<file path="src/core/mcp_cfg.svh">
// Purpose: Offsets, field positions, reset values and counts of the clock controller
// Assumes: 8-bit register port, 200 MHz system clock
// Notes: Included by the clock controller core and by the bench
`ifndef MCP_CFG_SVH
`define MCP_CFG_SVH
// ============================================================
// Register offsets
`define MCP_OFS_CTRL_A 8'h00
`define MCP_OFS_CTRL_B 8'h01
`define MCP_OFS_LOCK 8'h02
`define MCP_OFS_STATUS 8'h03
`define MCP_OFS_FAST_CTRL 8'h10
`define MCP_OFS_FAST_FREQ 8'h11
`define MCP_OFS_FAST_TEMP 8'h12
`define MCP_OFS_SLOW_CTRL 8'h18
// ============================================================
// Field positions
`define MCP_POS_SYS_CLOCK_PIN_OUT 7
`define MCP_POS_PRESCALE_ON 0
`define MCP_POS_FREEZE 0
`define MCP_POS_EXT_STARTED 7
`define MCP_POS_SWITCHING 0
`define MCP_POS_FORCE_ON 1
`define MCP_POS_FUSE_FREEZE 7
// ============================================================
// Reset values
`define MCP_RST_CTRL_A 8'h00
`define MCP_RST_CTRL_B 8'h11
`define MCP_RST_FORCE 1'h0
// ============================================================
// Timing counts
`define MCP_GUARD_INSTR 3'h4
`define MCP_GATE_TICKS 3'h4
`define MCP_EXT_START_TICKS 3'h2
`endif

</file>
<file path="src/core/mcp_pkg.sv">
// Purpose: Types shared by the clock controller
// Assumes: Nothing beyond the cfg header
// Notes: Holds types only
package mcp_pkg;
  // ============================================================
  // Main clock sources, one-hot index order matches selector code
  typedef enum logic [1:0] {
    MCP_SRC_FAST_RC = 2'h0,
    MCP_SRC_ULP_RC = 2'h1,
    MCP_SRC_CRYSTAL = 2'h2,
    MCP_SRC_EXT = 2'h3
  } mcp_src_t;
  // Source switch sequencer
  typedef enum logic [1:0] {
    MCP_SW_IDLE = 2'b01,
    MCP_SW_WAIT = 2'b10
  } mcp_sw_state_t;
  // Register port request
  typedef struct packed {
    logic [7:0] addr;
    logic [7:0] wdata;
    logic wr;
    logic rd;
  } mcp_bus_t;
endpackage
</file>
<file path="src/core/mcp_clock_ctrl.sv">
// Purpose: Main clock select, prescaler, lock and oscillator gating control
// Assumes: Oscillator ready levels and cycle ticks arrive asynchronously
// Notes: Clocks are modelled as one-cycle enable pulses on clk
//
// Contract
// - Clock-out bit drives system clock onto clock pin.
// - In sleep, pin idle unless a peripheral still uses system clock.
// - Selector 0 fast RC, 1 ULP RC, 2 crystal, 3 external clock.
// - Divider codes 0-5 give 2..64, codes 8-C give 6,10,12,24,48.
// - Prescaler ratio may change while running.
// - Prescaler off passes main clock undivided.
// - Freeze bit blocks main control and current source calibration writes.
// - Once frozen, freeze register inaccessible until hardware reset.
// - Freeze bit loaded from fuse at reset.
// - Status bit 7 shows external clock started.
// - Stable flags need a stable and requested source.
// - Switching flag high until new source stable, then main moves.
// - Force-on bit keeps fast RC running always.
// - Fast RC gives no clock unless requested.
// - Gate opens four oscillator ticks after request, two ticks for the external clock.
// - Frequency trim loaded from factory value by fuse choice.
// - Fuse freeze flag blocks both calibration registers.
// - Temperature trim loaded from factory value by fuse choice.
// - Protected writes need guard key and write within four instructions.
// - ULP RC force-on bit keeps it on; gate after four ticks.
//
// Implementation choice: strobed register access.
`include "mcp_cfg.svh"
`timescale 1ns/1ps
`default_nettype none
module mcp_clock_ctrl import mcp_pkg::*; #(
  parameter logic [5:0] FREQ_TRIM_A = 6'h20,  // Arbitrary factory value
  parameter logic [5:0] FREQ_TRIM_B = 6'h21,  // Arbitrary factory value
  parameter logic [3:0] TEMP_TRIM_A = 4'h8,  // Arbitrary factory value
  parameter logic [3:0] TEMP_TRIM_B = 4'h9  // Arbitrary factory value
) (
  input wire logic clk,
  input wire logic srst,
  input wire mcp_bus_t reg_bus,
  output logic [7:0] reg_rdata,
  input wire logic guard_key_written,
  input wire logic instr_done,
  input wire logic fuse_osc_freeze,
  input wire logic [1:0] fuse_freq_choice,
  input wire logic [3:0] osc_ready_async,
  input wire logic [3:0] osc_tick_async,
  input wire logic [3:0] periph_src_req,
  input wire logic sleeping,
  input wire logic sysclk_in_use,
  output logic [3:0] osc_power,
  output logic [1:0] main_src,
  output logic periph_clock,
  output logic sys_clock_pin_out,
  output logic [5:0] fast_rc_freq_trim,
  output logic [3:0] fast_rc_temp_trim
);
  // ============================================================
  // Functions
  // Division ratio per code; reserved codes fall back to two
  function automatic logic [6:0] ratio_of(input logic [3:0] code);
    case (code)
      4'h0: ratio_of = 7'h02;
      4'h1: ratio_of = 7'h04;
      4'h2: ratio_of = 7'h08;
      4'h3: ratio_of = 7'h10;
      4'h4: ratio_of = 7'h20;
      4'h5: ratio_of = 7'h40;
      4'h8: ratio_of = 7'h06;
      4'h9: ratio_of = 7'h0A;
      4'hA: ratio_of = 7'h0C;
      4'hB: ratio_of = 7'h18;
      4'hC: ratio_of = 7'h30;
      default: ratio_of = 7'h02;
    endcase
  endfunction
  function automatic logic hit(input mcp_bus_t b, input logic [7:0] ofs);
    hit = b.wr && (b.addr == ofs);
  endfunction

  // ============================================================
  // Registers and state
  logic clk_out_en;
  logic [1:0] sel_target;
  logic prescale_on;
  logic [3:0] prescale_ratio;
  logic main_cfg_freeze;
  logic fast_force_on;
  logic ulp_force_on;
  logic fuse_freeze;
  logic main_src_switching;
  mcp_sw_state_t sw_state;
  logic [2:0] guard_cnt;
  logic [7:0] sync_a;
  logic [7:0] sync_b;
  logic [3:0] tick_prev;
  logic [2:0] gate_cnt [4];
  logic [3:0] gate_open;
  logic [6:0] div_cnt;
  logic [3:0] requested;
  logic [3:0] ready;
  logic [3:0] tick;
  logic [3:0] src_stable;
  logic guard_open;
  logic wr_ok;
  logic main_tick;
  logic clk_out_allowed;
  logic cal_frozen;
  logic [6:0] ratio;

  // ============================================================
  // Synchronisers for oscillator status and ticks
  always_ff @(posedge clk) begin
    if (srst) begin
      sync_a <= 8'h00;
      sync_b <= 8'h00;
      tick_prev <= 4'h0;
    end else begin
      sync_a <= {osc_ready_async, osc_tick_async};
      sync_b <= sync_a;
      tick_prev <= sync_b[3:0];
    end
  end
  // Rising edge of a source marks one oscillator cycle
  assign tick = sync_b[3:0] & ~tick_prev;
  assign ready = sync_b[7:4];

  // ============================================================
  // Guard window: open for four instructions after the key
  always_ff @(posedge clk) begin
    if (srst) begin
      guard_cnt <= 3'h0;
    end else if (guard_key_written) begin
      guard_cnt <= `MCP_GUARD_INSTR;
    end else if (wr_ok) begin
      guard_cnt <= 3'h0;  // One protected write per key
    end else if (instr_done && guard_cnt != 3'h0) begin
      guard_cnt <= guard_cnt - 3'h1;
    end
  end
  assign guard_open = (guard_cnt != 3'h0);
  assign wr_ok = reg_bus.wr && guard_open;
  // Fast RC calibration frozen by fuse, or by main freeze if it drives main
  assign cal_frozen = fuse_freeze ||
    (main_cfg_freeze && main_src == MCP_SRC_FAST_RC);

  // ============================================================
  // Main control A and B, frozen by the lock
  always_ff @(posedge clk) begin
    if (srst) begin
      // Reset words cut down to field width on purpose
      clk_out_en <= 1'(`MCP_RST_CTRL_A >> `MCP_POS_SYS_CLOCK_PIN_OUT);
      sel_target <= 2'(`MCP_RST_CTRL_A & 8'h03);
      prescale_on <= 1'(`MCP_RST_CTRL_B & 8'h01);
      prescale_ratio <= 4'((`MCP_RST_CTRL_B >> 1) & 8'h0F);
    end else if (wr_ok && !main_cfg_freeze) begin
      if (hit(reg_bus, `MCP_OFS_CTRL_A)) begin
        clk_out_en <= reg_bus.wdata[`MCP_POS_SYS_CLOCK_PIN_OUT];
        sel_target <= reg_bus.wdata[1:0];
      end
      if (hit(reg_bus, `MCP_OFS_CTRL_B)) begin
        prescale_on <= reg_bus.wdata[`MCP_POS_PRESCALE_ON];
        prescale_ratio <= reg_bus.wdata[4:1];
      end
    end
  end

  // Lock: fuse sets it at reset, only a reset clears it
  always_ff @(posedge clk) begin
    if (srst) begin
      main_cfg_freeze <= fuse_osc_freeze;
      fuse_freeze <= fuse_osc_freeze;
    end else if (wr_ok && !main_cfg_freeze && hit(reg_bus, `MCP_OFS_LOCK)) begin
      main_cfg_freeze <= reg_bus.wdata[`MCP_POS_FREEZE];
    end
  end

  // Oscillator control and calibration
  always_ff @(posedge clk) begin
    if (srst) begin
      fast_force_on <= `MCP_RST_FORCE;
      ulp_force_on <= `MCP_RST_FORCE;
      fast_rc_freq_trim <= (fuse_freq_choice == 2'h1) ? FREQ_TRIM_A : FREQ_TRIM_B;
      fast_rc_temp_trim <= (fuse_freq_choice == 2'h1) ? TEMP_TRIM_A : TEMP_TRIM_B;
    end else if (wr_ok) begin
      if (hit(reg_bus, `MCP_OFS_FAST_CTRL)) begin
        fast_force_on <= reg_bus.wdata[`MCP_POS_FORCE_ON];
      end
      if (hit(reg_bus, `MCP_OFS_SLOW_CTRL)) begin
        ulp_force_on <= reg_bus.wdata[`MCP_POS_FORCE_ON];
      end
      if (hit(reg_bus, `MCP_OFS_FAST_FREQ) && !cal_frozen) begin
        fast_rc_freq_trim <= reg_bus.wdata[5:0];
      end
      if (hit(reg_bus, `MCP_OFS_FAST_TEMP) && !cal_frozen) begin
        fast_rc_temp_trim <= reg_bus.wdata[3:0];
      end
    end
  end

  // ============================================================
  // Requests, power and clock gates
  always_comb begin
    requested = periph_src_req;
    requested[main_src] = 1'b1;
    if (main_src_switching) begin
      requested[sel_target] = 1'b1;
    end
  end
  // Forced-on sources skip analog start-up, so count as ready at once
  always_ff @(posedge clk) begin
    if (srst) begin
      osc_power <= 4'h0;
    end else begin
      osc_power <= requested | {2'b00, ulp_force_on, fast_force_on};
    end
  end
  for (genvar i = 0; i < 4; i++) begin : g_gate
    logic [2:0] limit;
    logic up;
    assign limit = (i == 3) ? `MCP_EXT_START_TICKS : `MCP_GATE_TICKS;
    assign up = ready[i] || (i == 0 && fast_force_on) || (i == 1 && ulp_force_on);
    // Gate counts oscillator ticks after a request
    always_ff @(posedge clk) begin
      if (srst || !requested[i]) begin
        gate_cnt[i] <= 3'h0;
      end else if (up && tick[i] && gate_cnt[i] != limit) begin
        gate_cnt[i] <= gate_cnt[i] + 3'h1;
      end
    end
    assign gate_open[i] = requested[i] && (gate_cnt[i] == limit);
  end
  assign src_stable = gate_open;

  // ============================================================
  // Source switch: old source runs until new one is stable
  always_ff @(posedge clk) begin
    if (srst) begin
      sw_state <= MCP_SW_IDLE;
      main_src <= 2'(`MCP_RST_CTRL_A & 8'h03);
      main_src_switching <= 1'b0;
    end else begin
      case (sw_state)
        MCP_SW_IDLE: begin
          if (sel_target != main_src) begin
            sw_state <= MCP_SW_WAIT;
            main_src_switching <= 1'b1;
          end
        end
        MCP_SW_WAIT: begin
          if (src_stable[sel_target]) begin
            main_src <= sel_target;
            main_src_switching <= 1'b0;
            sw_state <= MCP_SW_IDLE;
          end
        end
        default: begin
          sw_state <= MCP_SW_IDLE;
        end
      endcase
    end
  end

  // ============================================================
  // Prescaler
  assign main_tick = tick[main_src] && gate_open[main_src];
  assign ratio = ratio_of(prescale_ratio);
  // Counter wraps on a shrunk ratio so a live change never stalls
  always_ff @(posedge clk) begin
    if (srst) begin
      div_cnt <= 7'h00;
      periph_clock <= 1'b0;
    end else if (!prescale_on) begin
      div_cnt <= 7'h00;
      periph_clock <= main_tick;
    end else if (main_tick) begin
      if (div_cnt >= ratio - 7'h01) begin
        div_cnt <= 7'h00;
        periph_clock <= 1'b1;
      end else begin
        div_cnt <= div_cnt + 7'h01;
        periph_clock <= 1'b0;
      end
    end else begin
      periph_clock <= 1'b0;
    end
  end

  // Clock pin toggles on each system clock pulse
  assign clk_out_allowed = clk_out_en && (!sleeping || sysclk_in_use);
  always_ff @(posedge clk) begin
    if (srst || !clk_out_allowed) begin
      sys_clock_pin_out <= 1'b0;
    end else if (periph_clock) begin
      sys_clock_pin_out <= !sys_clock_pin_out;
    end
  end

  // ============================================================
  // Read port, data one cycle after the strobe
  always_ff @(posedge clk) begin
    if (srst) begin
      reg_rdata <= 8'h00;
    end else if (reg_bus.rd) begin
      case (reg_bus.addr)
        `MCP_OFS_CTRL_A: reg_rdata <= {clk_out_en, 5'h00, sel_target};
        `MCP_OFS_CTRL_B: reg_rdata <= {3'h0, prescale_ratio, prescale_on};
        `MCP_OFS_LOCK: reg_rdata <= {7'h00, 1'b0};  // Hidden; reads zero
        `MCP_OFS_STATUS: reg_rdata <= {src_stable[3], src_stable[2], src_stable[1],
                                       src_stable[0], 3'h0, main_src_switching};
        `MCP_OFS_FAST_CTRL: reg_rdata <= {6'h00, fast_force_on, 1'b0};
        `MCP_OFS_FAST_FREQ: reg_rdata <= {2'h0, fast_rc_freq_trim};
        `MCP_OFS_FAST_TEMP: reg_rdata <= {fuse_freeze, 3'h0, fast_rc_temp_trim};
        `MCP_OFS_SLOW_CTRL: reg_rdata <= {6'h00, ulp_force_on, 1'b0};
        default: reg_rdata <= 8'h00;
      endcase
    end else begin
      reg_rdata <= 8'h00;
    end
  end

  // ============================================================
  // Assertions
  a_lock_blocks_ctrl: assert property (@(posedge clk) disable iff (srst)
    main_cfg_freeze && hit(reg_bus, `MCP_OFS_CTRL_B) |=>
    $stable(prescale_ratio) && $stable(prescale_on))
    else $error("control B changed while frozen");
  a_freeze_sticky: assert property (@(posedge clk) disable iff (srst)
    main_cfg_freeze |=> main_cfg_freeze [*8])
    else $error("freeze cleared without reset");
  a_pin_sleep: assert property (@(posedge clk) disable iff (srst)
    sleeping && !sysclk_in_use |=> !sys_clock_pin_out)
    else $error("clock pin active in sleep");
  a_pin_toggle: assert property (@(posedge clk) disable iff (srst)
    clk_out_allowed && periph_clock |=> sys_clock_pin_out != $past(sys_clock_pin_out))
    else $error("clock pin missed a pulse");
  a_switch_wait: assert property (@(posedge clk) disable iff (srst)
    main_src_switching && !src_stable[sel_target] |=> $stable(main_src))
    else $error("main source moved before stable");
  a_switch_done: assert property (@(posedge clk) disable iff (srst)
    sw_state == MCP_SW_WAIT && src_stable[sel_target] |=>
    !main_src_switching && main_src == $past(sel_target))
    else $error("switch did not complete");
  a_guard_needed: assert property (@(posedge clk) disable iff (srst)
    !guard_open && hit(reg_bus, `MCP_OFS_FAST_CTRL) |=> $stable(fast_force_on))
    else $error("unguarded write took effect");
  // A fresh fast RC request may not read stable in its first four cycles
  a_stable_req: assert property (@(posedge clk) disable iff (srst)
    !requested[0] ##1 requested[0] |-> !src_stable[0] [*4])
    else $error("gate opened before four ticks");
  a_undivided: assert property (@(posedge clk) disable iff (srst)
    !prescale_on && main_tick |=> periph_clock)
    else $error("undivided clock lost a pulse");
  a_trim_fuse: assert property (@(posedge clk) disable iff (srst)
    fuse_freeze && hit(reg_bus, `MCP_OFS_FAST_FREQ) |=> $stable(fast_rc_freq_trim))
    else $error("trim changed under fuse freeze");
  // Lock register stays hidden from reads whatever it holds
  a_lock_hidden: assert property (@(posedge clk) disable iff (srst)
    reg_bus.rd && reg_bus.addr == `MCP_OFS_LOCK |=> reg_rdata == 8'h00)
    else $error("lock register readable");
  a_freeze_temp: assert property (@(posedge clk) disable iff (srst)
    main_cfg_freeze && main_src == MCP_SRC_FAST_RC && hit(reg_bus, `MCP_OFS_FAST_TEMP) |=>
    $stable(fast_rc_temp_trim))
    else $error("temperature trim changed while frozen");
  c_switch: cover property (@(posedge clk) disable iff (srst)
    main_src_switching ##[1:200] !main_src_switching);
  c_divide: cover property (@(posedge clk) disable iff (srst)
    prescale_on && periph_clock);
  c_freeze: cover property (@(posedge clk) disable iff (srst)
    $rose(main_cfg_freeze));
  c_undivided: cover property (@(posedge clk) disable iff (srst)
    !prescale_on && periph_clock);
endmodule
`default_nettype wire

</file>
<file path="config.mk">
export PLATFORM = sky130hd
export DESIGN_NAME = mcp_clock_ctrl
export DESIGN_NICKNAME = d
export VERILOG_FILES = /design/src/core/mcp_pkg.sv /design/src/core/mcp_clock_ctrl.sv
export VERILOG_INCLUDE_DIRS = /design/src /design/src/core
export SDC_FILE = /design/constraint.sdc
export NUM_CORES = 1
export LEC_CHECK = 0
export BUFFER_PORTS_ARGS = -buffer_cell sky130_fd_sc_hd__buf_4
export CAP_MARGIN = 20
export CORE_MARGIN = 1
export CORE_UTILIZATION = 29
export CTS_BUF_LIST = sky130_fd_sc_hd__clkbuf_2
export DETAILED_ROUTE_END_ITERATION = 8
export RECOVER_POWER = 50
export SLEW_MARGIN = 20
export SYNTH_ARGS = -nofsm -noshare
export SYNTH_HDL_FRONTEND = slang
export SYNTH_SLANG_ARGS = --single-unit
</file>
<file path="constraint.sdc">
create_clock -name clk -period 3.9 [get_ports clk]
set_clock_uncertainty 0.15 [all_clocks]
set_input_delay 0.39 -clock clk [delete_from_list [all_inputs] [get_ports clk]]
set_output_delay 0.39 -clock clk [all_outputs]
set_load 0.02 [all_outputs]
</file>
### Yosys cells after proc, flatten, opt, wreduce, memory -nomap -nowiden

Memory sizes are Yosys's and may differ from the RTL's. A register that Yosys moved wholly into a read port is not among the register bits.
Index checks and enable logic that the tools add are counted.

* register bits: 71
* bits in writable memories: 12
* ROM bits: 96
* input port bits: 39
* output and inout bits: 26
* logic and storage cells: 199
* memories: 2

* add/sub/neg operators: 7
* order comparisons: 5
* eq/ne operators: 21
* muxes and demuxes: 61
* bitwise operators: 11
* reductions and logical operators: 69

Memory list
* (no name shown): depth 16, width 6, rd ports 1, clocked after memory_dff 1, write ports 0, line mcp_clock_ctrl.sv:61 `case (code)`
* gate_cnt: depth 4, width 3, rd ports 4, clocked after memory_dff 0, write ports 4, line mcp_clock_ctrl.sv:96 `logic [2:0] gate_cnt [4];`

Operators with widths (count)
* 8-bit case mux with 7 select lines: 1
* 1-bit 2-to-1 mux: 34
* 8-bit by 5-bit equality test with 1-bit output, second input constant: 4
* 1-bit logical AND: 30
* 4-bit 2-to-1 mux: 6
* 3-bit 2-to-1 mux: 7
* 6-bit 2-to-1 mux: 3
* 8-bit by 2-bit equality test with 1-bit output, second input constant: 2
* 2-bit AND reduction: 8
* 3-bit by 1-bit adder with 3-bit output, second input constant: 4
* 2-bit nonzero test: 5
* 3-bit equality test, second input constant: 3
* 1-bit logical NOT: 9
* 1-bit logical OR: 9
* 3-bit != test, second input constant: 3
* 8-bit by 1-bit equality test with 1-bit output, second input constant: 1
* 8-bit logical NOT: 1
* 4-bit OR: 2
* 7-bit by 1-bit adder with 7-bit output, second input constant: 1
* 7-bit greater-or-equal comparator: 1
* 7-bit 2-to-1 mux: 1
* 7-bit by 1-bit subtractor with 7-bit output, second input constant: 1
* 1-bit binary-select mux with 2-bit select: 3
* 2-bit by 3-bit < comparator with 1-bit output, second input constant: 2
* 22 further kinds: 33

### Logic depth before layout (Yosys ltp)

* depth after elaboration: 13
* mapped depth: 10
* mapped depth without buffers: 10

### Least setup slack after synthesis

No wires, ideal clock.

* path type: register to register
* from: register, netlist name ratio[2]
* to: register div_cnt[0]
* setup time: 0.133 ns
* data arrival time: 1.981 ns
* required time: 3.617 ns
* setup slack: 1.636 ns
* stages on the path, launching flop included: 9
* path buffers: 0
* clock period less this slack: 2.264 ns
* path through: dfxtp_1 -> or3_1 -> nor3_1 -> xnor2_1 -> ha_1 -> nand4_1 -> o211a_1 -> o211ai_1 -> nor2_1

* word-level cells in the longest chain between the ends: 3

RTL lines
* 7-bit by 1-bit subtractor with 7-bit output: line mcp_clock_ctrl.sv:276 `if (div_cnt >= ratio - 7'h01) begin`
* 7-bit greater-or-equal comparator: line mcp_clock_ctrl.sv:276
* 7-bit 2-to-1 mux: line mcp_clock_ctrl.sv:276
* end signal: assignment: line mcp_clock_ctrl.sv:280 `div_cnt <= div_cnt + 7'h01;`
* end: declaration: line mcp_clock_ctrl.sv:98 `logic [6:0] div_cnt;`

Every way passes these cells.
A chain may end at the register's enable or synchronous reset.

### Worst setup path in the final report

* from: input port reg_bus[13] in the netlist's numbering
* to: register reg_rdata[1]

* word-level cells in the longest chain between the ends: 2
* elaborated cells between the ends (all ways): 8
* those cells by class: eq/ne (6); mux (1); reduce/logical (1)

RTL lines
* start: declaration: line mcp_clock_ctrl.sv:39 `input wire mcp_bus_t reg_bus,`
* 8-bit by 5-bit equality test with 1-bit output (tied with other cells): line mcp_clock_ctrl.sv:304 `case (reg_bus.addr)`
* 8-bit case mux with 7 select lines *: line mcp_clock_ctrl.sv:304
* end signal: assignment: line mcp_clock_ctrl.sv:305 `` `MCP_OFS_CTRL_A: reg_rdata <= {clk_out_en, 5'h00, sel_target}; ``
* end signal: assignment: line mcp_clock_ctrl.sv:306 `` `MCP_OFS_CTRL_B: reg_rdata <= {3'h0, prescale_ratio, prescale_on}; ``
* end signal: assignment: line mcp_clock_ctrl.sv:307 `` `MCP_OFS_LOCK: reg_rdata <= {7'h00, 1'b0}; ``
* end: declaration: line mcp_clock_ctrl.sv:40 `output logic [7:0] reg_rdata,`

Mark *: on every way between the ends. The rest lies on a longest branch, timed or not.

==> impl_metrics.json <==
{
  "setup_viol": 0,
  "start_util_pct": 29.7,
  "wl_per_cell_um": 14.9,
  "min_path_cells": 4,
  "min_period_ps": 2620,
  "cp.required_ps": 4270,
  "r2r-end": "div_cnt[2]",
  "cts_root_buffer": "clkbuf_2",
  "drcViolationCount": 0,
  "grt_max_degree": 64,
  "rr_worst_depth": 8,
  "end_kind": "register",
  "cts_tree": "yes",
  "yosysMostFrequentCell": "dfxtp_1",
  "max_slew_margin_pct": 33.4,
  "numPortBuffers": 63,
  "ys.flop_type": "dfxtp_1",
  "peakVddDrop_mv": 0.129,
  "whs_endpoint": "guard_cnt[2]",
  "clkSlewWorstSetupHoldPaths_ps": 220,
  "hp-start": "reg_bus[1]",
  "drt_iter0_markers": 154,
  "setup_tns_ps": 0,
  "syn_avg_cell_area_sq_um": 9.73,
  "ys_top_cells_by_area": "dfxtp_1, edfxtp_1, ha_1",
  "fin_cells": 717,
  "die_h_um": 124,
  "nets": 586,
  "seq_area_frac_synth_pct": 47.0,
  "routed_wirelength_um": 10600,
  "power_mw": 1.63,
  "die_area_sq_um": 15300,
  "grt_pass1_vias": 3553,
  "antenna_found_initial": 1,
  "grt-ovfl-total": 0,
  "syn_nets": 501,
  "vias": 3523,
  "grt_pass1_wl_um": 17100,
  "clk_latency_ps": 580,
  "crit_type": "input port to register",
  "slew_violations": 0,
  "ctsHtreeMaxLevel": 3,
  "grt_setup_unrepaired": "false",
  "status": "complete, no violations",
  "worstPathArrival_ps": 2990,
  "syn-cell-area_sq_um": 4300,
  "track_usage_pct": 14.9,
  "cts_made_buffers": 9,
  "dp_cells": 672,
  "syn-instance-count": 442,
  "timing.rr.start": "ratio[1]",
  "hold_viol": 0,
  "worstPathMaxFanout": 7,
  "hpwl_um": 7840,
  "synth_cell_types": 70,
  "gp_congestion": 0.809,
  "synth_async_sr_flop_share_pct": 0,
  "max_freq_mhz": 382,
  "cts_buffer_depth": 2,
  "drv_cap": 0,
  "ant_nets": 0,
  "yosys-top-cells-count": "dfxtp_1, nor2_1, nand2_1",
  "power_leakage_nw": 1.95,
  "rows": 44,
  "cp-start-kind": "input port",
  "io-pin-count": 65,
  "ys_ff_latch": 89,
  "die_width_um": 124,
  "first_pass_iters": 4,
  "core-area_sq_um": 14500,
  "synth_area_leader_cell": "dfxtp_1",
  "hold_class": "input port to register",
  "synth-edff-count": 24,
  "worst_slew_pin_slew_ps": 998,
  "p_per_area_nw_per_um2": 316,
  "finalCritPeriodShare_pct": 67.2,
  "drive_gt1_share_pct": 12.8,
  "vias_per_cell": 4.91,
  "synth_top_area_share_pct": 30.3,
  "yosys_warnings": 0,
  "syn_to_final_growth_pct": 20.1,
  "worst-r2r-setup-slack_ps": 1300,
  "clkSinkCount": 89
}
final cells by class:
class                   count  area, sq um
well taps                 184          230
inverters                  28          105
fillers                  1511         9320
diodes                      1         2.50
clock inverters             1         3.75
clock buffers              15         75.1
multi-input cells         308         2070
repair buffers             91          648
flip-flops and latches     89         2020
critical path, cell delays in order:
cell and delay [ps]:
dlygate4sd3_1 550, buf_4 160, nor3_1 440, and4_1 490
a22oi_1 150, a31oi_1 230, dlygate4sd3_1 590
per-stage QoR:
stage                     setup slack (ps)  utilization [%]  cell area (sq um)  hold WS (ps)
after floorplan                       1640                -               4300           264
after global placement                1410             33.9               4900           270
after detailed placement              1330             33.9               4900           270
after CTS                             1310             36.4               5260          5.13
after global routing                  1180             35.6               5160          36.1
final                                 1280             35.6               5160          64.9
cell families (layout without fill, tap and decap cells):
kind of cell	Yosys count	in the layout	synth area share, %
AND/OR/NAND/NOR	192	192	24.1
flip-flops	89	89	47.0
AO/OA/AOI/OAI	67	67	11.6
buffers and inverters	45	135	4.71
adder cells (fa/ha/maj)	20	20	5.82
XOR/XNOR	18	18	3.67
multiplexers	11	11	3.14
other	0	1	0
cell usage in the layout, fill, tap and decap left out, types with 4 or more instances in the layout:
master,instances
dfxtp_1,65
nor2_1,49
nand2_1,35
nor2b_1,30
inv_1,28
dlygate4sd3_1,28
clkbuf_1,28
buf_4,25
edfxtp_1,24
ha_1,20
a21oi_1,19
clkbuf_2,15
xnor2_1,14
nand3_1,13
nand4_1,10
clkbuf_4,10
nand2b_1,6
nor4_1,6
a211oi_1,6
or3_1,6
nand4b_1,6
mux2i_1,6
nor3_1,5
o21ai_0,5
and3_1,4
xor2_1,4
a31oi_1,4
flip-flops by register name (all words and copies together) (netlist names), 3 cells and up:
register and cells:
div_cnt 7, fast_rc_freq_trim 6, fast_rc_temp_trim 4, gate_cnt 12, guard_cnt 3, osc_power 4, prescale_ratio 4, ratio 6
reg_rdata 8, sync_a 8, sync_b 8, tick_prev 4
worst max-delay path by stage:
| stage | startpoint | end | depth (start not counted) |
|---|---|---|---|
| after floorplan | ratio[2] | div_cnt[0] | 8 |
| after global placement | reg_bus[11] | ratio[6] | 6 |
| after detailed placement | ratio[1] | div_cnt[6] | 8 |
| after CTS | ratio[1] | div_cnt[2] | 8 |
| after global routing | ratio[1] | div_cnt[5] | 8 |
| final | reg_bus[13] | reg_rdata[1] | 7 |
power by group:
group	switching, mW	internal (mW)
clock	0.299	0.0986
combinational	0.119	0.104
sequential	0.0234	0.989
total	0.442	1.19
routing by layer:
| layer | GRT usage [%] | up-vias | share of wire (%) |
|---|---|---|---|
| met5 | 0 | - | 0 |
| met4 | 7.68 | 0 | 2.9 |
| met3 | 3.34 | 19 | 5.6 |
| met2 | 25.3 | 75 | 48 |
| met1 | 17.5 | 1698 | 44 |
| li1 | - | 1731 | - |
repair_timing:
action,4_1_cts,5_1_grt
hold endpoints to repair,34,0
gates resized for setup,0,0
endpoints found under the setup margin,0,0
hold buffers,28,0
setup buffers,0,0
Power figures use the tool's default switching activity.
